**src/hdl/timer_watchdog_pkg.sv**
```systemverilog
// Constants, carriers and state record of the timer/watchdog unit
package timer_watchdog_pkg;

   // -------------------------------------------------------------
   // Register byte offsets
   // -------------------------------------------------------------
   localparam logic [7:0] OFS_CNT_HI = 8'h00;
   localparam logic [7:0] OFS_CNT_LO = 8'h04;
   localparam logic [7:0] OFS_PRESC = 8'h08;
   localparam logic [7:0] OFS_CTRL = 8'h0C;
   localparam logic [7:0] OFS_WCTRL = 8'h10;
   localparam logic [7:0] OFS_IVSEL = 8'h14;

   // -------------------------------------------------------------
   // Field positions
   // -------------------------------------------------------------
   localparam int CB_RUN = 7;
   localparam int CB_SC = 6;
   localparam int CB_MODE_HI = 5;
   localparam int CB_MODE_LO = 4;
   localparam int CB_INPUT_ENABLE_BIT = 3;
   localparam int CB_OUTPUT_MODE_BIT = 2;
   localparam int CB_PWM = 1;
   localparam int CB_OUTPUT_ENABLE_BIT = 0;
   localparam int WB_WDEN_N = 6;
   localparam int IB_TLIS = 2;
   localparam int IB_IA0S = 1;

   // -------------------------------------------------------------
   // Encodings and values
   // -------------------------------------------------------------
   localparam logic [1:0] MODE_EVENT = 2'h0;
   localparam logic [1:0] MODE_GATED = 2'h1;
   localparam logic [1:0] MODE_TRIG = 2'h2;
   localparam logic [1:0] MODE_RETRIG = 2'h3;
   localparam logic [7:0] WDG_KEY1 = 8'hAA;
   localparam logic [7:0] WDG_KEY2 = 8'h55;
   localparam logic [15:0] CNT_RST = 16'hFFFF;
   localparam logic [15:0] CNT_ZERO = 16'h0000;
   localparam logic [15:0] CNT_ONE = 16'h0001;
   localparam logic [7:0] PRESC_RST = 8'hFF;
   localparam logic [7:0] PRE_ZERO = 8'h00;
   localparam logic [7:0] PRE_ONE = 8'h01;
   localparam logic [1:0] DIV_LAST = 2'h3;
   localparam logic [1:0] DIV_ONE = 2'h1;
   localparam logic [1:0] STRAP_CAP = 2'h2;
   localparam logic [1:0] STRAP_DONE = 2'h3;
   localparam logic [1:0] STRAP_ONE = 2'h1;
   localparam logic [1:0] RESP_OKAY = 2'h0;
   localparam logic [1:0] RESP_SLVERR = 2'h2;

   // -------------------------------------------------------------
   // Bus carriers
   // -------------------------------------------------------------
   typedef struct packed {
      logic [7:0] awaddr;
      logic awvalid;
      logic [31:0] wdata;
      logic [3:0] wstrb;
      logic wvalid;
      logic bready;
      logic [7:0] araddr;
      logic arvalid;
      logic rready;
   } axi_req_s;

   typedef struct packed {
      logic awready;
      logic wready;
      logic [1:0] bresp;
      logic bvalid;
      logic arready;
      logic [31:0] rdata;
      logic [1:0] rresp;
      logic rvalid;
   } axi_rsp_s;

   // -------------------------------------------------------------
   // Whole state of the unit
   // -------------------------------------------------------------
   typedef struct packed {
      axi_rsp_s rsp;
      logic aw_full;
      logic w_full;
      logic [7:0] waddr;
      logic [31:0] wdata;
      logic [3:0] wstrb;
      logic [1:0] sync_cnt;
      logic [1:0] sync_int;
      logic [1:0] sync_nmi;
      logic [1:0] sync_hw;
      logic cnt_prev;
      logic [1:0] div;
      logic [1:0] strap;
      logic hw_wdg;
      logic [15:0] cnt;
      logic [15:0] cons;
      logic cons_new;
      logic [7:0] presc;
      logic [7:0] pre;
      logic run;
      logic sc;
      logic [1:0] mode;
      logic input_enable_bit;
      logic output_mode_bit;
      logic pwm;
      logic output_enable_bit;
      logic wden_n;
      logic tlis;
      logic ia0s;
      logic armed;
      logic key_seen;
      logic wave;
      logic out;
      logic wdg_rst;
      logic top_irq;
      logic a0_irq;
   } state_s;

   localparam state_s STATE_RST = '{
      cnt: CNT_RST, cons: CNT_RST, presc: PRESC_RST, pre: PRESC_RST,
      mode: MODE_GATED, pwm: 1'b1, wden_n: 1'b1, tlis: 1'b1, ia0s: 1'b1,
      out: 1'b1, default: '0};

endpackage : timer_watchdog_pkg

```
**src/hdl/timer_watchdog_unit.sv**
```systemverilog
// Timer/counter with prescaler and watchdog, AXI4-Lite register slave
// Contract
// - Sixteen-bit down-counter fed by an eight-bit prescaler.
// - Input enable counts external pin pulses, else internal clock divided by four.
// - Run bit starts counting next cycle, clear stops; restart resumes held value.
// - New constant loads at next zero; new prescaler acts at once.
// - Single mode: at zero stop, reload, clear run; stopped change loads at start.
// - Continuous mode: at zero reload and keep counting until run cleared.
// - Single/continuous bit writable anytime, also together with setting run.
// - Event mode counts falling input edges while run is set.
// - Gated mode counts clock/4 while input high and run set.
// - Triggerable mode counts clock/4 after run set and then falling edge.
// - Retriggerable: run starts; falling edge restarts from constant; ignored when stopped.
// - Output disabled drives wave output high.
// - Output enabled, mode clear: toggle output at each zero.
// - Output enabled, mode set: copy PWM level bit to output at zero.
// - Timer zero event routes to top-level or channel A0 instead of pin.
// - Hardware select low at reset forces watchdog, constant FFFFh, enable bit ignored.
// - Clearing active-low watchdog enable enters watchdog; software cannot set it back.
// - Watchdog entry starts counter from clock/4; only prescaler and interrupt select stay writable.
// - Watchdog reaching zero requests a system reset.
// - Writing AAh then 55h to low count register reloads and restarts watchdog.
// - Watchdog ignores halt, run, single and input mode bits; runs continuously.
// - Prescaler value 00h divides by 1, FFh divides by 256.
// - Input mode codes: 00 event, 01 gated (reset), 10 trigger, 11 retrigger.
// - Reset leaves watchdog disabled with active-low enable bit set.
//
// Decided for this implementation: the placing of the registers and the AXI4-Lite interface to the registers.
`timescale 1ns/1ps

module timer_watchdog_unit (
   // Clock and reset
   input wire logic aclk,
   input wire logic aresetn,
   // Register bus
   input wire timer_watchdog_pkg::axi_req_s axi_req,
   output timer_watchdog_pkg::axi_rsp_s axi_rsp,
   // Pins from outside
   input wire logic ext_count_input,
   input wire logic ext_int_pin,
   input wire logic nmi_pin,
   input wire logic hw_watchdog_select_pin,
   // Core status
   input wire logic cpu_halt,
   // Outputs
   output logic timer_wave_output,
   output logic wdg_reset_req,
   output logic top_level_irq,
   output logic chan_a0_irq
);

   // ----------------------------------------------------------------
   // State
   // ----------------------------------------------------------------
   timer_watchdog_pkg::state_s s_q;
   timer_watchdog_pkg::state_s s_d;

   // ----------------------------------------------------------------
   // Next state
   // ----------------------------------------------------------------
   // Counting is evaluated first; a register write later in the same
   // cycle overrides it, so software always has the last word.
   always_comb begin
      logic div4;
      logic wdg;
      logic fall;
      logic tick;
      logic restart;
      logic eoc;
      logic eoc_irq;
      logic wr;
      logic rd;
      logic hit;
      logic [7:0] wb;
      logic [7:0] rb;
      div4 = 1'b0;
      wdg = 1'b0;
      fall = 1'b0;
      tick = 1'b0;
      restart = 1'b0;
      eoc = 1'b0;
      eoc_irq = 1'b0;
      wr = 1'b0;
      rd = 1'b0;
      hit = 1'b0;
      wb = 8'h00;
      rb = 8'h00;
      s_d = s_q;

      // Two-stage synchronisers; only the second stage is read
      s_d.sync_cnt = {s_q.sync_cnt[0], ext_count_input};
      s_d.sync_int = {s_q.sync_int[0], ext_int_pin};
      s_d.sync_nmi = {s_q.sync_nmi[0], nmi_pin};
      s_d.sync_hw = {s_q.sync_hw[0], hw_watchdog_select_pin};
      s_d.cnt_prev = s_q.sync_cnt[1];
      fall = s_q.cnt_prev & ~s_q.sync_cnt[1];

      // Internal clock divided by four as a one-cycle enable
      div4 = (s_q.div == timer_watchdog_pkg::DIV_LAST);
      s_d.div = s_q.div + timer_watchdog_pkg::DIV_ONE;

      // Strap capture once the synchroniser holds a settled level
      if (s_q.strap != timer_watchdog_pkg::STRAP_DONE) begin
         s_d.strap = s_q.strap + timer_watchdog_pkg::STRAP_ONE;
      end
      if (s_q.strap == timer_watchdog_pkg::STRAP_CAP) begin
         s_d.hw_wdg = ~s_q.sync_hw[1];
      end
      wdg = s_q.hw_wdg | ~s_q.wden_n;

      // Count source selection
      if (wdg) begin
         tick = div4;
      end else if (!s_q.run || cpu_halt) begin
         tick = 1'b0;
      end else if (!s_q.input_enable_bit) begin
         tick = div4;
      end else begin
         unique case (s_q.mode)
            timer_watchdog_pkg::MODE_EVENT: tick = fall;
            timer_watchdog_pkg::MODE_GATED: tick = div4 & s_q.sync_cnt[1];
            timer_watchdog_pkg::MODE_TRIG: tick = div4 & s_q.armed;
            timer_watchdog_pkg::MODE_RETRIG: begin
               tick = div4;
               restart = fall;
            end
         endcase
      end

      // Trigger arms on a falling edge only while running
      if (!s_q.run) begin
         s_d.armed = 1'b0;
      end else if (fall) begin
         s_d.armed = 1'b1;
      end

      // Prescaler and counter
      if (restart) begin
         s_d.cnt = s_q.cons;
         s_d.pre = s_q.presc;
         s_d.cons_new = 1'b0;
      end else if (tick) begin
         if (s_q.pre == timer_watchdog_pkg::PRE_ZERO) begin
            s_d.pre = s_q.presc;
            if (s_q.cnt == timer_watchdog_pkg::CNT_ZERO) begin
               eoc = 1'b1;
               s_d.cnt = s_q.cons;
               s_d.cons_new = 1'b0;
               if (!wdg && s_q.sc) begin
                  s_d.run = 1'b0;
               end
            end else begin
               s_d.cnt = s_q.cnt - timer_watchdog_pkg::CNT_ONE;
            end
         end else begin
            s_d.pre = s_q.pre - timer_watchdog_pkg::PRE_ONE;
         end
      end

      // Wave output
      if (eoc) begin
         s_d.wave = s_q.output_mode_bit ? s_q.pwm : ~s_q.wave;
      end
      s_d.out = s_q.output_enable_bit ? s_d.wave : 1'b1;

      // Reset request and interrupt routing
      s_d.wdg_rst = eoc & wdg;
      eoc_irq = eoc & ~wdg;
      s_d.a0_irq = s_q.ia0s ? s_q.sync_int[1] : eoc_irq;
      // With both selects clear only channel A0 carries the event
      s_d.top_irq = s_q.tlis ? s_q.sync_nmi[1] : (eoc_irq & s_q.ia0s);

      // Bus: address and data phases land in holding registers
      if (s_q.rsp.bvalid && axi_req.bready) begin
         s_d.rsp.bvalid = 1'b0;
      end
      if (s_q.rsp.awready && axi_req.awvalid) begin
         s_d.aw_full = 1'b1;
         s_d.waddr = axi_req.awaddr;
      end
      if (s_q.rsp.wready && axi_req.wvalid) begin
         s_d.w_full = 1'b1;
         s_d.wdata = axi_req.wdata;
         s_d.wstrb = axi_req.wstrb;
      end
      wr = s_q.aw_full & s_q.w_full & ~s_q.rsp.bvalid;
      wb = s_q.wdata[7:0];

      // Register write; byte lane 0 carries every register
      if (wr) begin
         s_d.aw_full = 1'b0;
         s_d.w_full = 1'b0;
         s_d.rsp.bvalid = 1'b1;
         hit = 1'b1;
         unique case (s_q.waddr)
            timer_watchdog_pkg::OFS_CNT_HI: begin
               if (s_q.wstrb[0] && !wdg) begin
                  s_d.cons[15:8] = wb;
                  s_d.cons_new = 1'b1;
               end
            end
            timer_watchdog_pkg::OFS_CNT_LO: begin
               if (s_q.wstrb[0] && wdg) begin
                  if (wb == timer_watchdog_pkg::WDG_KEY1) begin
                     s_d.key_seen = 1'b1;
                  end else if (wb == timer_watchdog_pkg::WDG_KEY2 && s_q.key_seen) begin
                     s_d.key_seen = 1'b0;
                     s_d.cnt = s_q.cons;
                     s_d.pre = s_q.presc;
                     s_d.wdg_rst = 1'b0;
                  end else begin
                     s_d.key_seen = 1'b0;
                  end
               end else if (s_q.wstrb[0]) begin
                  s_d.cons[7:0] = wb;
                  s_d.cons_new = 1'b1;
               end
            end
            timer_watchdog_pkg::OFS_PRESC: begin
               if (s_q.wstrb[0]) begin
                  s_d.presc = wb;
                  s_d.pre = wb;
               end
            end
            timer_watchdog_pkg::OFS_CTRL: begin
               if (s_q.wstrb[0] && !wdg) begin
                  s_d.run = wb[timer_watchdog_pkg::CB_RUN];
                  s_d.sc = wb[timer_watchdog_pkg::CB_SC];
                  s_d.mode = {wb[timer_watchdog_pkg::CB_MODE_HI], wb[timer_watchdog_pkg::CB_MODE_LO]};
                  s_d.input_enable_bit = wb[timer_watchdog_pkg::CB_INPUT_ENABLE_BIT];
                  s_d.output_mode_bit = wb[timer_watchdog_pkg::CB_OUTPUT_MODE_BIT];
                  s_d.pwm = wb[timer_watchdog_pkg::CB_PWM];
                  s_d.output_enable_bit = wb[timer_watchdog_pkg::CB_OUTPUT_ENABLE_BIT];
                  if (wb[timer_watchdog_pkg::CB_RUN] && !s_q.run && s_q.cons_new) begin
                     s_d.cnt = s_q.cons;
                     s_d.pre = s_q.presc;
                     s_d.cons_new = 1'b0;
                  end
               end
            end
            timer_watchdog_pkg::OFS_WCTRL: begin
               if (s_q.wstrb[0] && !wb[timer_watchdog_pkg::WB_WDEN_N] && s_q.wden_n) begin
                  s_d.wden_n = 1'b0;
                  if (!s_q.hw_wdg) begin
                     s_d.cnt = s_q.cons;
                     s_d.pre = s_q.presc;
                     s_d.key_seen = 1'b0;
                  end
               end
            end
            timer_watchdog_pkg::OFS_IVSEL: begin
               if (s_q.wstrb[0]) begin
                  s_d.tlis = wb[timer_watchdog_pkg::IB_TLIS];
                  s_d.ia0s = wb[timer_watchdog_pkg::IB_IA0S];
               end
            end
            default: hit = 1'b0;
         endcase
         s_d.rsp.bresp = hit ? timer_watchdog_pkg::RESP_OKAY : timer_watchdog_pkg::RESP_SLVERR;
      end

      // Register read; counter halves show the live count
      if (s_q.rsp.rvalid && axi_req.rready) begin
         s_d.rsp.rvalid = 1'b0;
      end
      rd = s_q.rsp.arready & axi_req.arvalid;
      hit = 1'b1;
      unique case (axi_req.araddr)
         timer_watchdog_pkg::OFS_CNT_HI: rb = s_q.cnt[15:8];
         timer_watchdog_pkg::OFS_CNT_LO: rb = s_q.cnt[7:0];
         timer_watchdog_pkg::OFS_PRESC: rb = s_q.presc;
         timer_watchdog_pkg::OFS_CTRL: rb = {s_q.run, s_q.sc, s_q.mode, s_q.input_enable_bit, s_q.output_mode_bit, s_q.pwm, s_q.output_enable_bit};
         timer_watchdog_pkg::OFS_WCTRL: rb = {1'b0, s_q.wden_n, 6'h00};
         timer_watchdog_pkg::OFS_IVSEL: rb = {5'h00, s_q.tlis, s_q.ia0s, 1'b0};
         default: begin
            rb = 8'h00;
            hit = 1'b0;
         end
      endcase
      if (rd) begin
         s_d.rsp.rvalid = 1'b1;
         s_d.rsp.rdata = {24'h000000, rb};
         s_d.rsp.rresp = hit ? timer_watchdog_pkg::RESP_OKAY : timer_watchdog_pkg::RESP_SLVERR;
      end

      // One write and one read at a time keep the slave simple
      s_d.rsp.awready = ~s_d.aw_full & ~s_d.rsp.bvalid;
      s_d.rsp.wready = ~s_d.w_full & ~s_d.rsp.bvalid;
      s_d.rsp.arready = ~s_d.rsp.rvalid;
   end

   // ----------------------------------------------------------------
   // State register
   // ----------------------------------------------------------------
   always_ff @(posedge aclk) begin
      if (!aresetn) begin
         s_q <= timer_watchdog_pkg::STATE_RST;
      end else begin
         s_q <= s_d;
      end
   end

   // ----------------------------------------------------------------
   // Outputs straight from state
   // ----------------------------------------------------------------
   assign axi_rsp = s_q.rsp;
   assign timer_wave_output = s_q.out;
   assign wdg_reset_req = s_q.wdg_rst;
   assign top_level_irq = s_q.top_irq;
   assign chan_a0_irq = s_q.a0_irq;

endmodule : timer_watchdog_unit

```
**config.mk**
```make
export PLATFORM = sky130hd
export DESIGN_NAME = timer_watchdog_unit
export DESIGN_NICKNAME = d
export VERILOG_FILES = /design/src/hdl/timer_watchdog_pkg.sv /design/src/hdl/timer_watchdog_unit.sv
export SDC_FILE = /design/constraint.sdc
export NUM_CORES = 1
export LEC_CHECK = 0
export ABC_AREA = 1
export BUFFER_PORTS_ARGS = -buffer_cell sky130_fd_sc_hd__buf_2
export CAP_MARGIN = 20
export CORE_MARGIN = 1.5
export CORE_UTILIZATION = 53
export DETAILED_ROUTE_END_ITERATION = 8
export PLACE_DENSITY_LB_ADDON = 0.08
export SLEW_MARGIN = 25
export SYNTH_ARGS = -nofsm -noshare
export SYNTH_HDL_FRONTEND = slang
export SYNTH_SLANG_ARGS = --single-unit
```
**constraint.sdc**
```tcl
create_clock -name aclk -period 1.9 [get_ports aclk]
set_input_delay 0.095 -clock aclk [delete_from_list [all_inputs] [get_ports aclk]]
set_output_delay 0.095 -clock aclk [all_outputs]
set_load 0.02 [all_outputs]
```
==> results by group, run 1 <==
Worst setup path
  – R2r setup slk: -0.28 ns
  – Worst Setup End Kind: register
  – Data required time at the worst endpoint: 2.20 ns
  – Crit path DAT: 2.48 ns
  – WS Path Type: reg2reg
  – R2R depth: 17
  – Critical path launch point type: register
  – Maximum fanout along the worst path: 5
  – R2R Path Start: s_q[14]
  – RR Endpoint: s_q[20]

Timing
  – Setup Viol. Count Final: 31
  – Final Slew Violations: 0
  – Tcrit/Tclk final: 115%
  – Worst-margin pin slew: 0.563 ns
  – Relative slew slack: 62.2%
  – RSZ-0062 raised after global routing: yes
  – Setup Skew: 0.00708 ns
  – Worst Setup Slack, final: -0.285 ns
  – Max Fclk: 458 MHz
  – Fin. Hold Viols: 0
  – Final Critical Period: 2.18 ns

Power and ir drop
  – P_int: 0.00464 W
  – Static leakage: 5.23 nW
  – Worst vdd ir: 0.000611 V
  – Pwr Density: 600 mW/mm2
  – Switching share of power: 27.9%
  – Comb power frac: 13.5%
  – Power Total: 0.00644 W
  – Clock Power Share: 47.2%
  – Psw: 0.00180 W
  – Seq pwr share: 39.3%

Drt
  – # DRC: 0
  – Post-route ant nets: 0
  – Initial drt markers: 1363
  – Final WL: 28.0 mm
  – WL/cell: 17.0 um
  – First-pass DRT Iterations: 6
  – Vias: 9135
  – Vias per cell: 5.55

Floorplanning
  – Boundary Pins: 109
  – Chip height: 124 um
  – Die area: 0.0155 mm2
  – FP Rows: 44
  – Die width: 124 um
  – Total core area: 0.0145 mm2
  – Initial core utilization: 53.9%

Global route
  – Initial antenna violation count: 0
  – GRT Total Usage: 34.1%
  – Global route total overflow: 0
  – Vias in the first global route: 8188
  – Largest net degree at the start of global routing: 90
  – First-pass GRT wire length: 42.4 mm

Yosys
  – Seq/Total Area, Yosys: 29.5%
  – Post-synth top area share: 29.5%
  – Ys async rst share: 0%
  – Yosys warnings: 0
  – Most common flop cell mapped by yosys: dfxtp_1
  – Top post-synthesis cells by count: nand2_1, inv_1, dfxtp_1, a21oi_1, nand3_1
  – Average size of a mapped cell: 6.13 um2
  – Synth Instances: 1274
  – Distinct cells, synth: 44
  – Most common cell in the netlist: nand2_1
  – Synth Register Bits: 115
  – Top cells by area, synth: dfxtp_1, nand2_1, inv_1
  – Post-synth EDFFs: 0
  – Cell Area, Synth: 0.00781 mm2
  – Area leader, netlist: dfxtp_1

Cells and area
  – Post-route insts no fill: 1645
  – # diodes: 0
  – Syn-to-layout area delta: 37.3%
  – Nets: 1521
  – Layout cell share with drive strength beyond 1: 29.6%

Clocking
  – Clk Tree Root Cell: clkbuf_16
  – Reg clk slew, reported paths: 0.06 ns
  – Worst-skew pair later-pin latency: 0.42 ns
  – H-tree Lvls: 4
  – CTS tree: yes
  – Clock buffer depth: 2
  – CTS buffer count: 17
  – CTS Sinks: 115

Place
  – Routability cong.: 1.09
  – PortBufs: 55
  – Placed cell count: 1573
  – DP Wirelength: 18.3 mm

Hold path
  – Worst Hold End: axi_rsp[2]
  – Worst Hold Class: in2reg
  – Min-delay src: axi_req[2]
  – Worst Hold Path Cells: 5

Status
  – Status: finished with violations
  – Failing checks: setup timing

Run
  – Max-cap violations: 0
==> state kept, by name (all words and copies together), names as in the netlist <==
| register | flops |
|---|---|
| chan_a0_irq | 1 |
| s_d | 5 |
| s_q | 91 |
| wdg_reset_req | 1 |
| axi_rsp | 15 |
| timer_wave_output | 1 |
| top_level_irq | 1 |
==> critical path, cell delays in order, from the launching register on <==
cell     delay (ns)
dfxtp_2        0.33
buf_4          0.14
ha_4           0.16
nor2_2         0.09
nand2_1        0.08
nand2_1        0.09
nand2_2        0.08
nand2_4        0.14
nand2_8        0.10
buf_6          0.16
nand2_4        0.07
nand3_4        0.07
nand2_4        0.12
nand2_2        0.06
nand2_2        0.05
nand4_1        0.10
nand2_1        0.11
nand2_1        0.09
==> per-stage QoR <==
stage	hold WS, ns	utilization, %	area (um2)	setup WS, ns	TNS [ns]
2_1_floorplan	0.193	-	7920	-0.00358	-0.00358
3_3_place_gp	0.274	61.9	8960	-0.205	-2.95
3_5_place_dp	0.280	61.9	8960	-0.234	-4.19
4_1_cts	0.106	70.3	10200	-0.109	-1.80
5_1_grt	0.175	74.1	10700	-0.350	-8.20
6_report	0.110	74.1	10700	-0.285	-4.76
==> layout by cell type, fill, tap and decap left out, types with 5 or more instances in the layout <==
cell type      count
nor2_1            56
nand4_1           23
nand2_2           55
a21oi_1           93
o21ai_2            7
clkinvlp_4         5
nor3_1            11
o211ai_1          33
clkbuf_16         18
dfxtp_1          109
buf_6              9
inv_2             26
conb_1            26
nor2_2            16
nor2_4             8
o21ai_0           75
nand2_1          337
o2111ai_1          5
buf_12            13
nand2_4           18
dlygate4sd3_1     23
nand3_1           57
buf_2             55
nand3_4           12
o21ai_1           11
dfxtp_2            5
inv_1            137
buf_4            120
nand3_2           27
==> cell type report <==
class	instances	area, um2
multi-input cells	923	5160
fillers	1143	3750
flip-flops and latches	115	2310
repair buffers	223	1830
inverters	168	641
clock buffers	20	447
well taps	184	230
clock inverters	12	109
==> power by group through the flow <==
stage | Sequential [W] | Combinational (W) | Clock, W
after global placement | 0.00258 | 0.000748 | 0
after detailed placement | 0.00258 | 0.000753 | 0
final | 0.00253 | 0.000872 | 0.00304
after global routing | 0.00254 | 0.000950 | 0.00316
after floorplan | 0.00258 | 0.000521 | 0
after CTS | 0.00253 | 0.000810 | 0.00304
==> worst max-delay path by stage <==
stage,from,to,slack (ns)
3_5_place_dp,s_q[15],wdg_reset_req,-0.23
4_1_cts,s_q[15],s_q[18],-0.11
2_1_floorplan,s_q[18],s_q[58],-0.004
3_3_place_gp,s_q[15],wdg_reset_req,-0.20
6_report,s_q[14],s_q[20],-0.28
5_1_grt,s_q[15],s_q[20],-0.35
==> layer usage <==
metal	global-route usage, %	up-vias	share of wire, %
met3	7.65	98	11
met4	12.7	0	3.7
met1	48.1	4083	41
li1	-	4419	-
met5	0	-	0
met2	50.7	535	44
==> cells by family (layout without fill, tap and decap cells) <==
| kind of cell | count (synthesis) | in the layout | share of synthesized area (%) |
|---|---|---|---|
| flops | 115 | 115 | 29.5 |
| buf+inv | 263 | 423 | 15.3 |
| xor+xnor | 6 | 6 | 0.673 |
| simple gates | 632 | 634 | 35.0 |
| compound gates | 248 | 248 | 18.0 |
| fa+ha+maj | 9 | 9 | 1.44 |
| other cells | 1 | 26 | 0.0480 |
==> what timing repair did <==
item	in CTS	in global routing
pin swaps	57	56
hold buffers	23	0
hold endpoints to repair	24	0
setup buffers	6	7
setup endpoints to repair	31	41
gates cloned	3	1
gates resized for setup	88	120
No activity file was read; power rests on OpenSTA's default activity.
==> run 2, diff against run 1 <==
==> constraint.sdc (replaced) <==
create_clock -name aclk -period 1.9 [get_ports aclk]
set_input_delay 0.38 -clock aclk [delete_from_list [all_inputs] [get_ports aclk]]
set_output_delay 0.38 -clock aclk [all_outputs]
set_load 0.02 [all_outputs]
==> run 2 against run 1 <==
The run still ends with setup timing left. Clock skew grew 0.0043 ns. Fmax grew 4.7%. Worst hold slack gained 0.030 ns. Register-to-register slack gained 0.098 ns. Die area is the same. Power grew 1.3%. Design area shrank 1.6%. Sequential cell count is the same. First-iteration DRC count shrank 29%. Core utilization shrank 1.2 points. Clock-buffer cell count shrank 1. Non-clock buffer count shrank 9.
==> results by group, run 2 (same netlist as run 1, synthesis figures left out) <==
Worst setup path
  – Crit path DAT: 2.40 ns
  – R2R Path Start: s_q[15]
  – Maximum fanout along the worst path: 8
  – R2r setup slk: -0.19 ns
  – RR Endpoint: s_q[17]
  – WS Path Type: reg2reg
  – Critical path launch point type: register
  – Worst Setup End Kind: register
  – R2R depth: 15
  – Data required time at the worst endpoint: 2.22 ns

Place
  – DP Wirelength: 18.5 mm
  – Routability cong.: 0.966
  – Worst slack, placed: -0.201 ns
  – PortBufs: 55

Status
  – Status: finished with violations
  – Failing checks: setup timing

Drt
  – Final WL: 26.6 mm
  – Vias: 8915
  – Post-route ant nets: 0
  – # DRC: 0
  – Vias per cell: 5.45
  – WL/cell: 16.3 um
  – Initial drt markers: 967
  – First-pass DRT Iterations: 5

Floorplanning
  – Chip height: 124 um
  – Die area: 0.0155 mm2
  – Boundary Pins: 109
  – Initial core utilization: 53.9%
  – FP Rows: 44
  – Total core area: 0.0145 mm2
  – Die width: 124 um

Timing
  – Max Fclk: 479 MHz
  – Final TNS setup: -3.11 ns
  – Worst-margin pin slew: 0.524 ns
  – Relative slew slack: 64.8%
  – Tcrit/Tclk final: 110%
  – Fin. Hold Viols: 0
  – Final Critical Period: 2.09 ns
  – Setup Skew: 0.0114 ns
  – Worst Setup Slack, final: -0.186 ns
  – Setup Viol. Count Final: 29
  – Final Slew Violations: 0
  – RSZ-0062 raised after global routing: yes

Cells and area
  – Nets: 1512
  – Filler cell count: 1273
  – Top reg by flops: s_q
  – Most frequent cells in the layout: nand2_1, inv_1, buf_4
  – Syn-to-layout area delta: 35.2%
  – Max reg flops: 91
  – Register area: 0.00231 mm2
  – Layout cell share with drive strength beyond 1: 30.9%
  – # diodes: 0
  – Most common cell after layout, fill and taps aside: nand2_1
  – Area of the multi-input gates: 0.00509 mm2

Clocking
  – H-tree Lvls: 4
  – CTS Sinks: 115
  – Hold_buf cts: 0
  – Worst-skew pair later-pin latency: 0.43 ns
  – Clock buffer depth: 2
  – Reg clk slew, reported paths: 0.06 ns
  – CTS tree: yes
  – Clk Tree Root Cell: clkbuf_16
  – CTS buffer count: 17

Global route
  – Initial antenna violation count: 0
  – Vias in the first global route: 7975
  – Largest net degree at the start of global routing: 90
  – GRT Total Usage: 33.2%
  – First-pass GRT wire length: 41.0 mm
  – Global route total overflow: 0

Power and ir drop
  – Static leakage: 5.17 nW
  – Worst vdd ir: 0.000681 V
  – Pwr Density: 618 mW/mm2

Hold path
  – Worst Hold Path Cells: 3
  – Worst Hold Class: in2reg
  – Worst Hold End: s_d[80]
  – Min-delay src: ext_count_input

Run
  – Max-cap violations: 0
run 2: layout make-up:
cell class	instances	share of cell area, %
Sequential cell	115	21.9
Clock buffer	19	4.20
Tap cell	184	2.18
Inverter	168	6.04
Timing Repair Buffer	214	16.1
Clock inverter	12	1.26
Timing Repair inverter	1	0.0711
Multi-Input combinational cell	922	48.3
run 2: power breakdown:
part | leakage (nW) | internal (W) | switching [W]
Combinational | 3.96 | 0.000300 | 0.000527
Sequential | 0.936 | 0.00248 | 0.0000447
Clock | 0.276 | 0.00196 | 0.00121
Total | 5.17 | 0.00474 | 0.00178
run 2: worst max path at each step:
stage / depth (start not counted) / from / slack (ns) / to
2_1_floorplan: 16 / s_q[18] / -0.004 / s_q[58]
3_3_place_gp: 12 / s_q[15] / -0.21 / wdg_reset_req
3_5_place_dp: 13 / cpu_halt / -0.20 / s_q[17]
4_1_cts: 15 / s_q[52] / -0.1 / s_q[60]
5_1_grt: 18 / s_q[15] / -0.25 / s_q[54]
6_report: 15 / s_q[15] / -0.19 / s_q[17]
run 2: timing repair:
| item | in CTS | in global routing |
|---|---|---|
| pin swaps | 29 | 47 |
| buffers inserted | 7 | 13 |
| resized for setup | 89 | 112 |
| setup endpoints to repair | 31 | 37 |
| gates cloned | 1 | 2 |
run 2: metal layers:
layer,global-route usage [%],wire length [um],up-vias
met3,6.49,2140,67
met4,13.7,902,0
met2,49.9,11700,413
li1,-,-,4387
met1,46.5,11800,4048
met5,0,0,-
run 2: worst max-delay path, cell delays in order (launching register included):
cell and delay, ns:
dfxtp_4 0.38, inv_4 0.05, ha_4 0.26, nand3_2 0.07, nand2_1 0.06, nand2_1 0.05, nand2_2 0.07, nand2_4 0.08
nand2_8 0.14, nand2_8 0.11, nor2_4 0.16, nand2_4 0.10, inv_4 0.08, a31oi_2 0.09, o21bai_1 0.19, inv_1 0.07
run 2: metrics by stage:
stage | cell area (um2) | std cells | hold slack, ns | total power (W) | utilization [%]
2_1_floorplan | 7920 | 1299 | 0.387 | 0.00310 | -
5_1_grt | 10600 | 1635 | 0.144 | 0.00673 | 72.9
3_3_place_gp | 9040 | 1582 | 0.394 | 0.00333 | 62.4
3_5_place_dp | 9040 | 1582 | 0.400 | 0.00333 | 62.4
6_report | 10600 | 1635 | 0.140 | 0.00652 | 72.9
4_1_cts | 10000 | 1621 | 0.131 | 0.00648 | 69.2
